--- src/inc/serial_host_port_pkg.sv ---
`default_nettype none
package serial_host_port_pkg;

    localparam int ADDR_W = 16;
    localparam int DATA_W = 24;
    localparam int RX_DEPTH = 10;

    // register addresses in core data space
    localparam logic [15:0] CLOCK_CONTROL_ADDR = 16'hFFF0;
    localparam logic [15:0] CONTROL_STATUS_ADDR = 16'hFFF1;
    localparam logic [15:0] DATA_ADDR = 16'hFFF3;

    // clock control fields
    localparam int CLOCK_PHASE_BIT = 0;
    localparam int CLOCK_POLARITY_BIT = 1;
    localparam int PRESCALER_SELECT_BIT = 2;
    localparam int CLOCK_DIVIDER_LSB = 3;
    localparam int CLOCK_DIVIDER_W = 6;
    localparam int CLOCK_FIELD_W = 9;
    localparam int CLOCK_DIVIDER_MSB = CLOCK_DIVIDER_LSB + CLOCK_DIVIDER_W - 1;
    localparam logic [8:0] CLOCK_CONTROL_RESET = 9'h001;

    // control/status fields
    localparam int PORT_ENABLE_BIT = 0;
    localparam int MASTER_SELECT_BIT = 6;
    localparam int TX_IE_BIT = 11;
    localparam int RX_IE0_BIT = 12;
    localparam int RX_IE1_BIT = 13;
    localparam int BUS_IE_BIT = 10;
    localparam int TX_UNDERRUN_BIT = 14;
    localparam int TX_EMPTY_BIT = 15;
    localparam int RX_NOT_EMPTY_BIT = 17;
    localparam int RX_FULL_BIT = 18;
    localparam int RX_OVERRUN_BIT = 19;
    localparam int BUS_ERROR_BIT = 20;
    localparam logic [23:0] CONTROL_WRITE_MASK = 24'h003FFF;

    // clock generator timing: one serial bit period at least two cycles
    localparam int PRESCALE_FACTOR = 8;

    // event vectors
    localparam logic [15:0] VEC_TX_DATA = 16'h0020;
    localparam logic [15:0] VEC_TX_UNDERRUN = 16'h0022;
    localparam logic [15:0] VEC_RX_NOT_EMPTY = 16'h0024;
    localparam logic [15:0] VEC_RESERVED = 16'h0026;
    localparam logic [15:0] VEC_RX_FULL = 16'h0028;
    localparam logic [15:0] VEC_RX_OVERRUN = 16'h002A;
    localparam logic [15:0] VEC_BUS_ERROR = 16'h002C;

    typedef enum logic [6:0] {
        EV_NONE = 7'h01,
        EV_BUS_ERROR = 7'h02,
        EV_RX_OVERRUN = 7'h04,
        EV_TX_UNDERRUN = 7'h08,
        EV_RX_FULL = 7'h10,
        EV_TX_DATA = 7'h20,
        EV_RX_NOT_EMPTY = 7'h40
    } event_sel_t;

endpackage : serial_host_port_pkg
`default_nettype wire

--- src/core/serial_host_clock_irq_map.sv ---
// Operation
// - master mode: internal generator makes bit clock
// - slave mode: generator off, no clock driven
// - master select 0: external clock clocks port
// - events map to fixed vector addresses
// - fixed priority from bus error downward
// - receive fifo and transmit share one address
// - receive fifo ten words of 24 bits
// - clock control decoded at FFF0
// - control/status decoded at FFF1
// - reserved bits read zero
// - reset sets phase, clears polarity
// - transmit write clears transmit-empty flag while port enabled
`timescale 1ns/1ps
`default_nettype none
module serial_host_clock_irq_map
    import serial_host_port_pkg::*;
#(
    parameter int RX_WORDS = RX_DEPTH
) (
    // clock and reset
    input wire logic clk_i,
    input wire logic rst_n_i,
    // core data space access
    input wire logic [15:0] addr_i,
    input wire logic rd_i,
    input wire logic wr_i,
    input wire logic [23:0] wdata_i,
    output logic [23:0] rdata_o,
    // shift engine side
    input wire logic rx_push_i,
    input wire logic [23:0] rx_word_i,
    input wire logic tx_pull_i,
    input wire logic tx_underrun_i,
    input wire logic bus_error_i,
    output logic [23:0] tx_word_o,
    // serial clock pin, three signals, and port clock
    input wire logic sck_in_i,
    output logic sck_out_o,
    output logic sck_oe_n_o,
    output logic port_clk_o,
    // event request
    output logic event_req_o,
    output logic [15:0] event_vector_o
);

    logic [8:0] clk_ctl_q;
    logic [23:0] ctl_q;
    logic [23:0] tx_q;
    logic tx_empty_q;
    logic tx_underrun_q;
    logic rx_overrun_q;
    logic bus_error_q;
    logic [23:0] fifo_q [RX_WORDS];
    logic [3:0] rd_ptr_q;
    logic [3:0] wr_ptr_q;
    logic [4:0] count_q;
    logic [2:0] sck_sync_q;
    logic sck_ext_q;
    logic [9:0] div_cnt_q;
    logic sck_gen_q;
    logic [23:0] rdata_q;
    logic req_q;
    logic [15:0] vec_q;
    event_sel_t sel_d;

    logic wr_clk, wr_ctl, wr_tx, rd_rx, do_pop, do_push;
    logic master, enabled, rx_full, rx_nempty;
    logic [9:0] div_limit;

    assign wr_clk = wr_i && addr_i == CLOCK_CONTROL_ADDR;
    assign wr_ctl = wr_i && addr_i == CONTROL_STATUS_ADDR;
    assign wr_tx = wr_i && addr_i == DATA_ADDR;
    assign rd_rx = rd_i && addr_i == DATA_ADDR;
    assign master = ctl_q[MASTER_SELECT_BIT];
    assign enabled = ctl_q[PORT_ENABLE_BIT];
    assign rx_full = count_q == 5'(RX_WORDS);
    assign rx_nempty = count_q != 5'h00;
    assign do_pop = rd_rx && rx_nempty;
    assign do_push = rx_push_i && enabled && (!rx_full || do_pop);

    // registers
    always_ff @(posedge clk_i or negedge rst_n_i) begin
        if (!rst_n_i) begin
            clk_ctl_q <= CLOCK_CONTROL_RESET;
        end else if (wr_clk) begin
            clk_ctl_q <= wdata_i[CLOCK_FIELD_W-1:0];
        end
    end

    always_ff @(posedge clk_i or negedge rst_n_i) begin
        if (!rst_n_i) begin
            ctl_q <= 24'h000000;
        end else if (wr_ctl) begin
            ctl_q <= wdata_i & CONTROL_WRITE_MASK;
        end
    end

    // transmit register and empty flag; a pull in the write cycle loses
    always_ff @(posedge clk_i or negedge rst_n_i) begin
        if (!rst_n_i) begin
            tx_q <= 24'h000000;
            tx_empty_q <= 1'b1;
        end else if (!enabled) begin
            tx_empty_q <= 1'b1;
            if (wr_tx) begin
                tx_q <= wdata_i;
            end
        end else if (wr_tx) begin
            tx_q <= wdata_i;
            tx_empty_q <= 1'b0;
        end else if (tx_pull_i) begin
            tx_empty_q <= 1'b1;
        end
    end

    // sticky error flags, set wins over a clearing write
    always_ff @(posedge clk_i or negedge rst_n_i) begin
        if (!rst_n_i) begin
            tx_underrun_q <= 1'b0;
            rx_overrun_q <= 1'b0;
            bus_error_q <= 1'b0;
        end else begin
            tx_underrun_q <= (tx_underrun_i && enabled) ||
                (tx_underrun_q && !(wr_ctl && !wdata_i[TX_UNDERRUN_BIT]));
            rx_overrun_q <= (rx_push_i && enabled && rx_full && !do_pop) ||
                (rx_overrun_q && !(wr_ctl && !wdata_i[RX_OVERRUN_BIT]));
            bus_error_q <= (bus_error_i && enabled) ||
                (bus_error_q && !(wr_ctl && !wdata_i[BUS_ERROR_BIT]));
        end
    end

    // receive fifo
    always_ff @(posedge clk_i) begin
        if (do_push) begin
            fifo_q[wr_ptr_q] <= rx_word_i;
        end
    end

    always_ff @(posedge clk_i or negedge rst_n_i) begin
        if (!rst_n_i) begin
            rd_ptr_q <= 4'h0;
            wr_ptr_q <= 4'h0;
            count_q <= 5'h00;
        end else if (!enabled) begin
            rd_ptr_q <= 4'h0;
            wr_ptr_q <= 4'h0;
            count_q <= 5'h00;
        end else begin
            if (do_push) begin
                wr_ptr_q <= (wr_ptr_q == 4'(RX_WORDS - 1)) ? 4'h0
                    : wr_ptr_q + 4'h1;
            end
            if (do_pop) begin
                rd_ptr_q <= (rd_ptr_q == 4'(RX_WORDS - 1)) ? 4'h0
                    : rd_ptr_q + 4'h1;
            end
            count_q <= count_q + 5'(do_push) - 5'(do_pop);
        end
    end

    // read data, registered one cycle after the read
    always_ff @(posedge clk_i or negedge rst_n_i) begin
        if (!rst_n_i) begin
            rdata_q <= 24'h000000;
        end else if (rd_i) begin
            unique case (addr_i)
                CLOCK_CONTROL_ADDR: rdata_q <= 24'(clk_ctl_q);
                CONTROL_STATUS_ADDR: begin
                    rdata_q <= ctl_q;
                    rdata_q[TX_UNDERRUN_BIT] <= tx_underrun_q;
                    rdata_q[TX_EMPTY_BIT] <= tx_empty_q;
                    rdata_q[RX_NOT_EMPTY_BIT] <= rx_nempty;
                    rdata_q[RX_FULL_BIT] <= rx_full;
                    rdata_q[RX_OVERRUN_BIT] <= rx_overrun_q;
                    rdata_q[BUS_ERROR_BIT] <= bus_error_q;
                end
                DATA_ADDR: rdata_q <= rx_nempty ? fifo_q[rd_ptr_q]
                    : 24'h000000;
                default: rdata_q <= 24'h000000;
            endcase
        end
    end

    // external clock synchroniser, change taken when stages 2 and 3 agree
    always_ff @(posedge clk_i or negedge rst_n_i) begin
        if (!rst_n_i) begin
            sck_sync_q <= 3'b000;
            sck_ext_q <= 1'b0;
        end else begin
            sck_sync_q <= {sck_sync_q[1:0], sck_in_i};
            if (sck_sync_q[1] == sck_sync_q[2]) begin
                sck_ext_q <= sck_sync_q[2];
            end
        end
    end

    // internal bit clock generator, idle at polarity level
    assign div_limit = clk_ctl_q[PRESCALER_SELECT_BIT]
        ? 10'(({4'h0, clk_ctl_q[CLOCK_DIVIDER_MSB:CLOCK_DIVIDER_LSB]} + 10'h1)
            * 10'(PRESCALE_FACTOR))
        : ({4'h0, clk_ctl_q[CLOCK_DIVIDER_MSB:CLOCK_DIVIDER_LSB]} + 10'h1);

    always_ff @(posedge clk_i or negedge rst_n_i) begin
        if (!rst_n_i) begin
            div_cnt_q <= 10'h000;
            sck_gen_q <= 1'b0;
        end else if (!(master && enabled)) begin
            div_cnt_q <= 10'h000;
            sck_gen_q <= clk_ctl_q[CLOCK_POLARITY_BIT];
        end else if (div_cnt_q + 10'h1 >= div_limit) begin
            div_cnt_q <= 10'h000;
            sck_gen_q <= !sck_gen_q;
        end else begin
            div_cnt_q <= div_cnt_q + 10'h1;
        end
    end

    always_ff @(posedge clk_i or negedge rst_n_i) begin
        if (!rst_n_i) begin
            sck_out_o <= 1'b0;
            sck_oe_n_o <= 1'b1;
            port_clk_o <= 1'b0;
        end else begin
            sck_out_o <= sck_gen_q;
            sck_oe_n_o <= !(master && enabled);
            port_clk_o <= master ? sck_gen_q : sck_ext_q;
        end
    end

    // event selection in fixed priority, enabled events only
    always_comb begin
        sel_d = EV_NONE;
        if (ctl_q[BUS_IE_BIT] && bus_error_q) begin
            sel_d = EV_BUS_ERROR;
        end else if (ctl_q[RX_IE1_BIT] && rx_overrun_q) begin
            sel_d = EV_RX_OVERRUN;
        end else if (ctl_q[TX_IE_BIT] && tx_underrun_q) begin
            sel_d = EV_TX_UNDERRUN;
        end else if (ctl_q[RX_IE1_BIT] && rx_full) begin
            sel_d = EV_RX_FULL;
        end else if (ctl_q[TX_IE_BIT] && tx_empty_q && enabled) begin
            sel_d = EV_TX_DATA;
        end else if (ctl_q[RX_IE0_BIT] && rx_nempty) begin
            sel_d = EV_RX_NOT_EMPTY;
        end
    end

    always_ff @(posedge clk_i or negedge rst_n_i) begin
        if (!rst_n_i) begin
            req_q <= 1'b0;
            vec_q <= 16'h0000;
        end else begin
            req_q <= sel_d != EV_NONE;
            unique case (sel_d)
                EV_NONE: vec_q <= 16'h0000;
                EV_BUS_ERROR: vec_q <= VEC_BUS_ERROR;
                EV_RX_OVERRUN: vec_q <= VEC_RX_OVERRUN;
                EV_TX_UNDERRUN: vec_q <= VEC_TX_UNDERRUN;
                EV_RX_FULL: vec_q <= VEC_RX_FULL;
                EV_TX_DATA: vec_q <= VEC_TX_DATA;
                EV_RX_NOT_EMPTY: vec_q <= VEC_RX_NOT_EMPTY;
            endcase
        end
    end

    assign rdata_o = rdata_q;
    assign tx_word_o = tx_q;
    assign event_req_o = req_q;
    assign event_vector_o = vec_q;
endmodule : serial_host_clock_irq_map
`default_nettype wire

--- config.mk ---
export PLATFORM = sky130hd
export DESIGN_NAME = serial_host_clock_irq_map
export DESIGN_NICKNAME = d
export VERILOG_FILES = /design/src/inc/serial_host_port_pkg.sv /design/src/core/serial_host_clock_irq_map.sv
export SDC_FILE = /design/constraint.sdc
export NUM_CORES = 1
export LEC_CHECK = 0
export BUFFER_PORTS_ARGS = -buffer_cell sky130_fd_sc_hd__buf_4
export CAP_MARGIN = 20
export CORE_MARGIN = 2
export CORE_UTILIZATION = 25
export DETAILED_ROUTE_END_ITERATION = 7
export PLACE_DENSITY = 0.37
export SETUP_SLACK_MARGIN = 0.05
export SLEW_MARGIN = 15
export SYNTH_ARGS = -nofsm -noshare
export SYNTH_HDL_FRONTEND = slang
export SYNTH_SLANG_ARGS = --single-unit
--- constraint.sdc ---
create_clock -name clk_i -period 12 [get_ports clk_i]
set_clock_uncertainty 0.05 [all_clocks]
set_input_delay 1.8 -clock clk_i [delete_from_list [all_inputs] [get_ports clk_i]]
set_output_delay 1.8 -clock clk_i [all_outputs]
set_load 0.02 [all_outputs]
# Word-level counts from Yosys, hierarchy flattened
# Memories as Yosys holds them, arrays and structs flattened.
# Index checks and enable logic that the tools add are counted.
[classes]
eq_ne = 19
n_addsub = 6
mux = 27
magnitude_cmp = 1
reduce_logical = 40
[op_table]
columns = ["cell", "count"]
rows = [
  ["case mux 16 bit (7 select lines)", 1],
  ["case mux 24 bit (3 select lines)", 1],
  ["== test 16 bit (second input constant)", 3],
  ["two-way mux 7 bit", 6],
  ["two-way mux 10 bit", 3],
  ["logical AND 1 bit", 25],
  ["two-way mux 24 bit", 1],
  ["two-way mux 4 bit", 6],
  ["adder 10 x 1 -> 10 bit (second input constant)", 1],
  [">= comparator 10 bit", 1],
  ["zero test 1 bit", 10],
  ["adder 4 x 1 -> 4 bit (second input constant)", 2],
  ["== test 4 bit (second input constant)", 2],
  ["two-way mux 1 bit", 8],
  ["adder 6 x 1 -> 7 bit (second input constant)", 1],
  ["== test 7 x 1 -> 1 bit (second input constant)", 1],
  ["== test 7 x 2 -> 1 bit (second input constant)", 1],
  ["== test 7 x 3 -> 1 bit (second input constant)", 1],
  ["== test 7 x 4 -> 1 bit (second input constant)", 1],
  ["== test 7 x 5 -> 1 bit (second input constant)", 1],
  ["== test 7 x 6 -> 1 bit (second input constant)", 1],
  ["== test 7 bit (second input constant)", 1],
  ["!= test 7 x 1 -> 1 bit (second input constant)", 1],
  ["adder 5 x 1 -> 5 bit", 1],
  ["9 further kinds", 13],
]
[word_totals]
regBits = 123
wordCells = 114
mem_bits_rw = 240
mem_count = 1
output_inout_bits = 68
[mem_list]
columns = ["memory", "words", "word_bits", "rd", "rd_clocked_by_memory_dff", "wr", "line_no", "text"]
rows = [
  ["fifo_q", 10, 24, 1, 0, 1, "serial_host_clock_irq_map.sv:54", "logic [23:0] fifo_q [RX_WORDS];"],
]

# Logic depth before layout (Yosys ltp)
[depth]
ltp_word = 10
mapped_depth = 17
depth_no_buf = 16

# Worst setup path after synthesis
# OpenSTA, ideal clock, no wires.
[synth_path]
path_kind = "input to register"
start = "input addr_i[2]"
end = "memory fifo_q[4][0] (enable)"
t_required_ns = 11.484
setup_time_ns = 0.466
cell_stages = 6
arrival_ns = 5.500
path_slack_ns = 5.984
n_path_buf = 1
path_cell_list = "nand4bb_4 nor4_1 a31oi_1 clkbuf_1 or3_1 nor4_1"
[synth_via]
elab_chain_cells = 7
[synth_lines]
columns = ["element", "line_no", "text"]
rows = [
  ["start: declaration", "serial_host_clock_irq_map.sv:25", "input wire logic [15:0] addr_i,"],
  ["== test 16 bit", "serial_host_clock_irq_map.sv:74", "assign rd_rx = rd_i && addr_i == DATA_ADDR;"],
  ["logical AND 1 bit", "serial_host_clock_irq_map.sv:74", ""],
  ["logical AND 1 bit", "serial_host_clock_irq_map.sv:79", "assign do_pop = rd_rx && rx_nempty;"],
  ["logical OR 1 bit", "serial_host_clock_irq_map.sv:80", "assign do_push = rx_push_i && enabled && (!rx_full || do_pop);"],
  ["logical AND 1 bit", "serial_host_clock_irq_map.sv:80", ""],
  ["two-way mux 1 bit", "serial_host_clock_irq_map.sv:135", "if (do_push) begin"],
  ["two-way mux 1 bit (not written as such)", "serial_host_clock_irq_map.sv:136", "fifo_q[wr_ptr_q] <= rx_word_i;"],
  ["end: declaration", "serial_host_clock_irq_map.sv:54", ""],
]
# Every way passes these cells.

# Worst setup path in the final report
[layout_path]
start = "input addr_i[2]"
end = "register count_q[4]"
[layout_via]
elab_chain_cells = 8
[layout_lines]
columns = ["element", "line_no", "text"]
rows = [
  ["== test 16 bit (*)", "serial_host_clock_irq_map.sv:74", ""],
  ["logical AND 1 bit (*)", "serial_host_clock_irq_map.sv:74", ""],
  ["logical AND 1 bit (*)", "serial_host_clock_irq_map.sv:79", ""],
  ["logical OR 1 bit", "serial_host_clock_irq_map.sv:80", ""],
  ["logical AND 1 bit", "serial_host_clock_irq_map.sv:80", ""],
  ["adder 5 x 1 -> 5 bit", "serial_host_clock_irq_map.sv:158", "count_q <= count_q + 5'(do_push) - 5'(do_pop);"],
  ["subtractor 5 x 1 -> 5 bit (*)", "serial_host_clock_irq_map.sv:158", ""],
  ["two-way mux 5 bit (*)", "serial_host_clock_irq_map.sv:145", "end else if (!enabled) begin"],
  ["end signal: assignment", "serial_host_clock_irq_map.sv:158", ""],
  ["end: declaration", "serial_host_clock_irq_map.sv:57", "logic [4:0] count_q;"],
]
# Every way passes the cells marked *; elsewhere a longest branch is shown, timed or not.
# A chain may end at the register's enable or synchronous reset.

==> summary.md <==
| Metric | Value |
|---|---|
| Outcome | complete, no violations |
| Area growth from synthesis to layout | 22.0% |
| Total of hold buffers inserted after clock tree synthesis | 0 |
| Endpoint type of the worst setup path | flip-flop |
| Layout net count | 1169 |
| Last weighted congestion value of the routability-driven placer | 0.722 |
| Chip Width | 245 um |
| Total standard cell area after synthesis | 0.0145 sq mm |
| Reg-to-Reg End | count_q[4]$_DFF_PN0_ |
| Placed standard-cell area | 0.0164 sq mm |
| Total global-route track usage | 0.130 |
| Routed wire length per instance | 20.6 um |
| Antenna diodes | 0 |
| Area of the core region | 0.0576 sq mm |
| 1st-iter DRT viols | 467 |
| Number of global-route vias before repair | 8785 |
| First-pass GRT wire length | 57900 um |
| Setup repair after global routing missed its margin | no |
| Slew headroom | 0.275 |
| Register bit total from synthesis | 351 |
| Length in cells of the worst reg-to-reg path | 17 |
| TritonCTS clock tree | built |
| Clk Latency, worst-skew pair | 0.57 ns |
| Die footprint | 0.0600 sq mm |
| Design Area, Final | 0.0177 sq mm |
| Type of the worst min-delay path | reg -> reg |
| Commonest non-fill, non-tap cell in the layout | sky130_fd_sc_hd__edfxtp_1 |
| Total count of max-transition violations in the final report | 0 |
| Final count of hold timing violations | 0 |
| Internal power of the cells | 2.01 mW |
| Worst Tran Pin Value | 1.08 ns |
| Number of remaining DRC errors | 0 |
| Leading cell types in the layout, fill and taps excluded | 240 x sky130_fd_sc_hd__edfxtp_1, 151 x sky130_fd_sc_hd__buf_4, 107 x sky130_fd_sc_hd__dfrtp_1, 76 x sky130_fd_sc_hd__mux2_2, 56 x sky130_fd_sc_hd__nand2_1 |
| CP Launch Type | input pin |
| Initial core utilization | 0.252 |
| Clk Tree Root Cell | sky130_fd_sc_hd__clkbuf_16 |
| Height of the chip | 245 um |
| Leakage power total | 6.47 nW |
| Part of the total power dissipated in combinational logic | 0.023 |
| Layout cell share with drive strength beyond 1 | 0.303 |
| Slack of the worst reg-to-reg path | 8.44 ns |
| Critical Path AT | 5.18 ns |
| Biggest fanout along the worst timing path | 19 |
| Average cell area after synthesis | 15.7 sq um |
| Max Fclk | 209 MHz |
| Total number of H-tree levels | 2 |
| Sequential cell area fraction in the yosys report | 0.688 |
| Worst hold margin | 0.293 ns |
| Maximum resistive drop on vdd | 0.0000890 V |
| CTS max path bufs | 3 |
| Count of mapped cells out of synthesis | 925 |
| Fraction of power consumed by sequential logic | 0.510 |
| Total negative slack | 0 ns |
| Max-cap violations | 0 |
| HPWL after detailed placement | 23500 um |
| Required time at the worst-slack endpoint | 12.39 ns |
| Count of cell types in the netlist | 57 |
| Total power per unit cell area | 144 mW/mm^2 |
| Final WL | 38600 um |
| P_sw | 543 uW |
| EDFF count, synth | 240 |
| Std cell rows | 88 |
| Maximum number of pins on one net before global-route repair | 63 |
| Number of post-CTS setup repair buffers | 0 |
| Number of top-level design ports | 141 |
| Port Buf Inserts | 128 |
| Count of nets left with antenna violations after detail routing | 0 |
| Clock buffer count from CTS | 41 |
| Fraction of registers with async set or reset after synthesis | 0.316 |
| Crit share post-route | 0.399 |
| Final-report setup violation count | 0 |
| Synth Warn # | 0 |
| Resized Gates After CTS | 0 |
| Startpoint of the worst-slack reg-to-reg timing path | count_q[3]$_DFF_PN0_ |
| Via density per instance | 4.46 |
| CTS sink count | 351 |
| Iteration count of the initial detailed-routing pass | 4 |
| Fraction of power spent switching nets | 0.213 |
| Crit. Startpoint | addr_i[2] |
| Fin crit period | 4.78 ns |
| Clock input transition at the sequential cells of the worst setup and hold paths | 0.06 ns |
| Routed vias | 8327 |
| Overflow left after global routing | 0 |
| Antenna violations before repair | 4 |
| Share of total power in the clock network | 0.467 |
| Critical Setup Path Class | in -> reg |
| Timing endpoint of the critical path | count_q[4]$_DFF_PN0_ |
| Most common flop cell mapped by yosys | sky130_fd_sc_hd__edfxtp_1 |
[critical path, stage by stage]
cell and delay [ns]:
sky130_fd_sc_hd__buf_4 0.11, sky130_fd_sc_hd__nand4bb_4 0.24, sky130_fd_sc_hd__or4_4 0.57, sky130_fd_sc_hd__or4b_1 0.52
sky130_fd_sc_hd__buf_4 0.21, sky130_fd_sc_hd__nand2_1 0.10, sky130_fd_sc_hd__nand3_1 0.08, sky130_fd_sc_hd__ha_1 0.28
sky130_fd_sc_hd__inv_1 0.04, sky130_fd_sc_hd__ha_1 0.18, sky130_fd_sc_hd__inv_1 0.07, sky130_fd_sc_hd__fa_1 0.20
sky130_fd_sc_hd__inv_1 0.05, sky130_fd_sc_hd__a21oi_1 0.15, sky130_fd_sc_hd__nor2_1 0.07, sky130_fd_sc_hd__or3_1 0.33
sky130_fd_sc_hd__and3_1 0.19
[how the worst min path moves through the flow]
| stage | cells after the start | end | startpoint | slack, ns |
|---|---|---|---|---|
| 2_1_floorplan | 0 | sck_sync_q[1]$_DFF_PN0_ | sck_sync_q[0]$_DFF_PN0_ | 0.28 |
| 3_3_place_gp | 0 | sck_sync_q[1]$_DFF_PN0_ | sck_sync_q[0]$_DFF_PN0_ | 0.29 |
| 3_5_place_dp | 0 | sck_sync_q[1]$_DFF_PN0_ | sck_sync_q[0]$_DFF_PN0_ | 0.29 |
| 4_1_cts | 0 | sck_sync_q[1]$_DFF_PN0_ | sck_sync_q[0]$_DFF_PN0_ | 0.30 |
| 5_1_grt | 0 | sck_sync_q[1]$_DFF_PN0_ | sck_sync_q[0]$_DFF_PN0_ | 0.31 |
| 6_report | 0 | sck_sync_q[1]$_DFF_PN0_ | sck_sync_q[0]$_DFF_PN0_ | 0.29 |
[routing by layer]
layer	wire length, um	GRT usage	up-vias
met5	25	0	-
met4	844	0.0430	4
met3	1900	0.0257	57
met2	17800	0.206	178
met1	18000	0.177	4242
li1	-	-	3846
[power groups by stage]
stage	Clock (mW)	Combinational (mW)	Sequential, mW
2_1_floorplan	0	0.0128	1.33
3_3_place_gp	0	0.0595	1.33
3_5_place_dp	0	0.0607	1.33
4_1_cts	1.24	0.0608	1.30
5_1_grt	1.28	0.0655	1.30
6_report	1.19	0.0590	1.30
[area by class of cell]
type / instances / area [sq um]
clock inverter: 19 / 144
timing repair buffer: 151 / 1130
inverter: 15 / 56.3
sequential: 351 / 9990
fill: 5727 / 39900
multi-input combinational: 514 / 4290
tap: 765 / 957
clock buffer: 54 / 1130
[synthesized netlist by cell type, types with 10 or more instances]
cell type                  number  area share
sky130_fd_sc_hd__a22oi_1       10      0.0052
sky130_fd_sc_hd__edfxtp_1     240        0.50
sky130_fd_sc_hd__mux4_2        30       0.047
sky130_fd_sc_hd__xnor2_1       11      0.0066
sky130_fd_sc_hd__o21ai_0       36       0.012
sky130_fd_sc_hd__a21oi_1       20      0.0069
sky130_fd_sc_hd__clkbuf_1      31      0.0080
sky130_fd_sc_hd__buf_4         12      0.0062
sky130_fd_sc_hd__mux2i_1       44       0.030
sky130_fd_sc_hd__nand3_1       17      0.0059
sky130_fd_sc_hd__nor2_1        28      0.0072
sky130_fd_sc_hd__dfrtp_1      108        0.19
sky130_fd_sc_hd__o211ai_1      12      0.0062
sky130_fd_sc_hd__nor2b_1       11      0.0047
sky130_fd_sc_hd__a31oi_1       12      0.0052
sky130_fd_sc_hd__and3_1        16      0.0069
sky130_fd_sc_hd__ha_1          21       0.018
sky130_fd_sc_hd__mux2_2        76       0.059
sky130_fd_sc_hd__inv_1         14      0.0036
sky130_fd_sc_hd__nand2_1       56       0.014
[registers in the layout, indices dropped and copies added (netlist names), 3 cells and up]
| signal | flops |
|---|---|
| ctl_q | 14 |
| count_q | 5 |
| rdata_o | 24 |
| clk_ctl_q | 9 |
| event_vector_o | 4 |
| sck_sync_q | 3 |
| div_cnt_q | 10 |
| fifo_q | 240 |
| wr_ptr_q | 4 |
| tx_word_o | 24 |
| rd_ptr_q | 4 |
[metrics by stage]
| step | instances | util | setup slack, ns | power [mW] |
|---|---|---|---|---|
| floorplan | 936 | - | 5.98 | 1.34 |
| global placement | 1796 | 0.285 | 6.67 | 1.39 |
| detailed placement | 1796 | 0.285 | 6.64 | 1.39 |
| CTS | 1869 | 0.307 | 7.23 | 2.60 |
| global route | 1869 | 0.307 | 7.03 | 2.65 |
| finish | 1869 | 0.307 | 7.22 | 2.55 |
[cell families (layout without fill, tap and decap cells)]
family	count (synthesis)	in the layout	synth area share
multiplexers	150	150	0.136
other	1	12	0.000258
XOR/XNOR	15	15	0.00905
adder cells (fa/ha/maj)	23	23	0.0202
buffers and inverters	71	239	0.0222
AO/OA/AOI/OAI	136	136	0.0607
AND/OR/NAND/NOR	178	178	0.0637
flip-flops	351	351	0.688
Note: power is estimated with default switching activity, not from simulation.
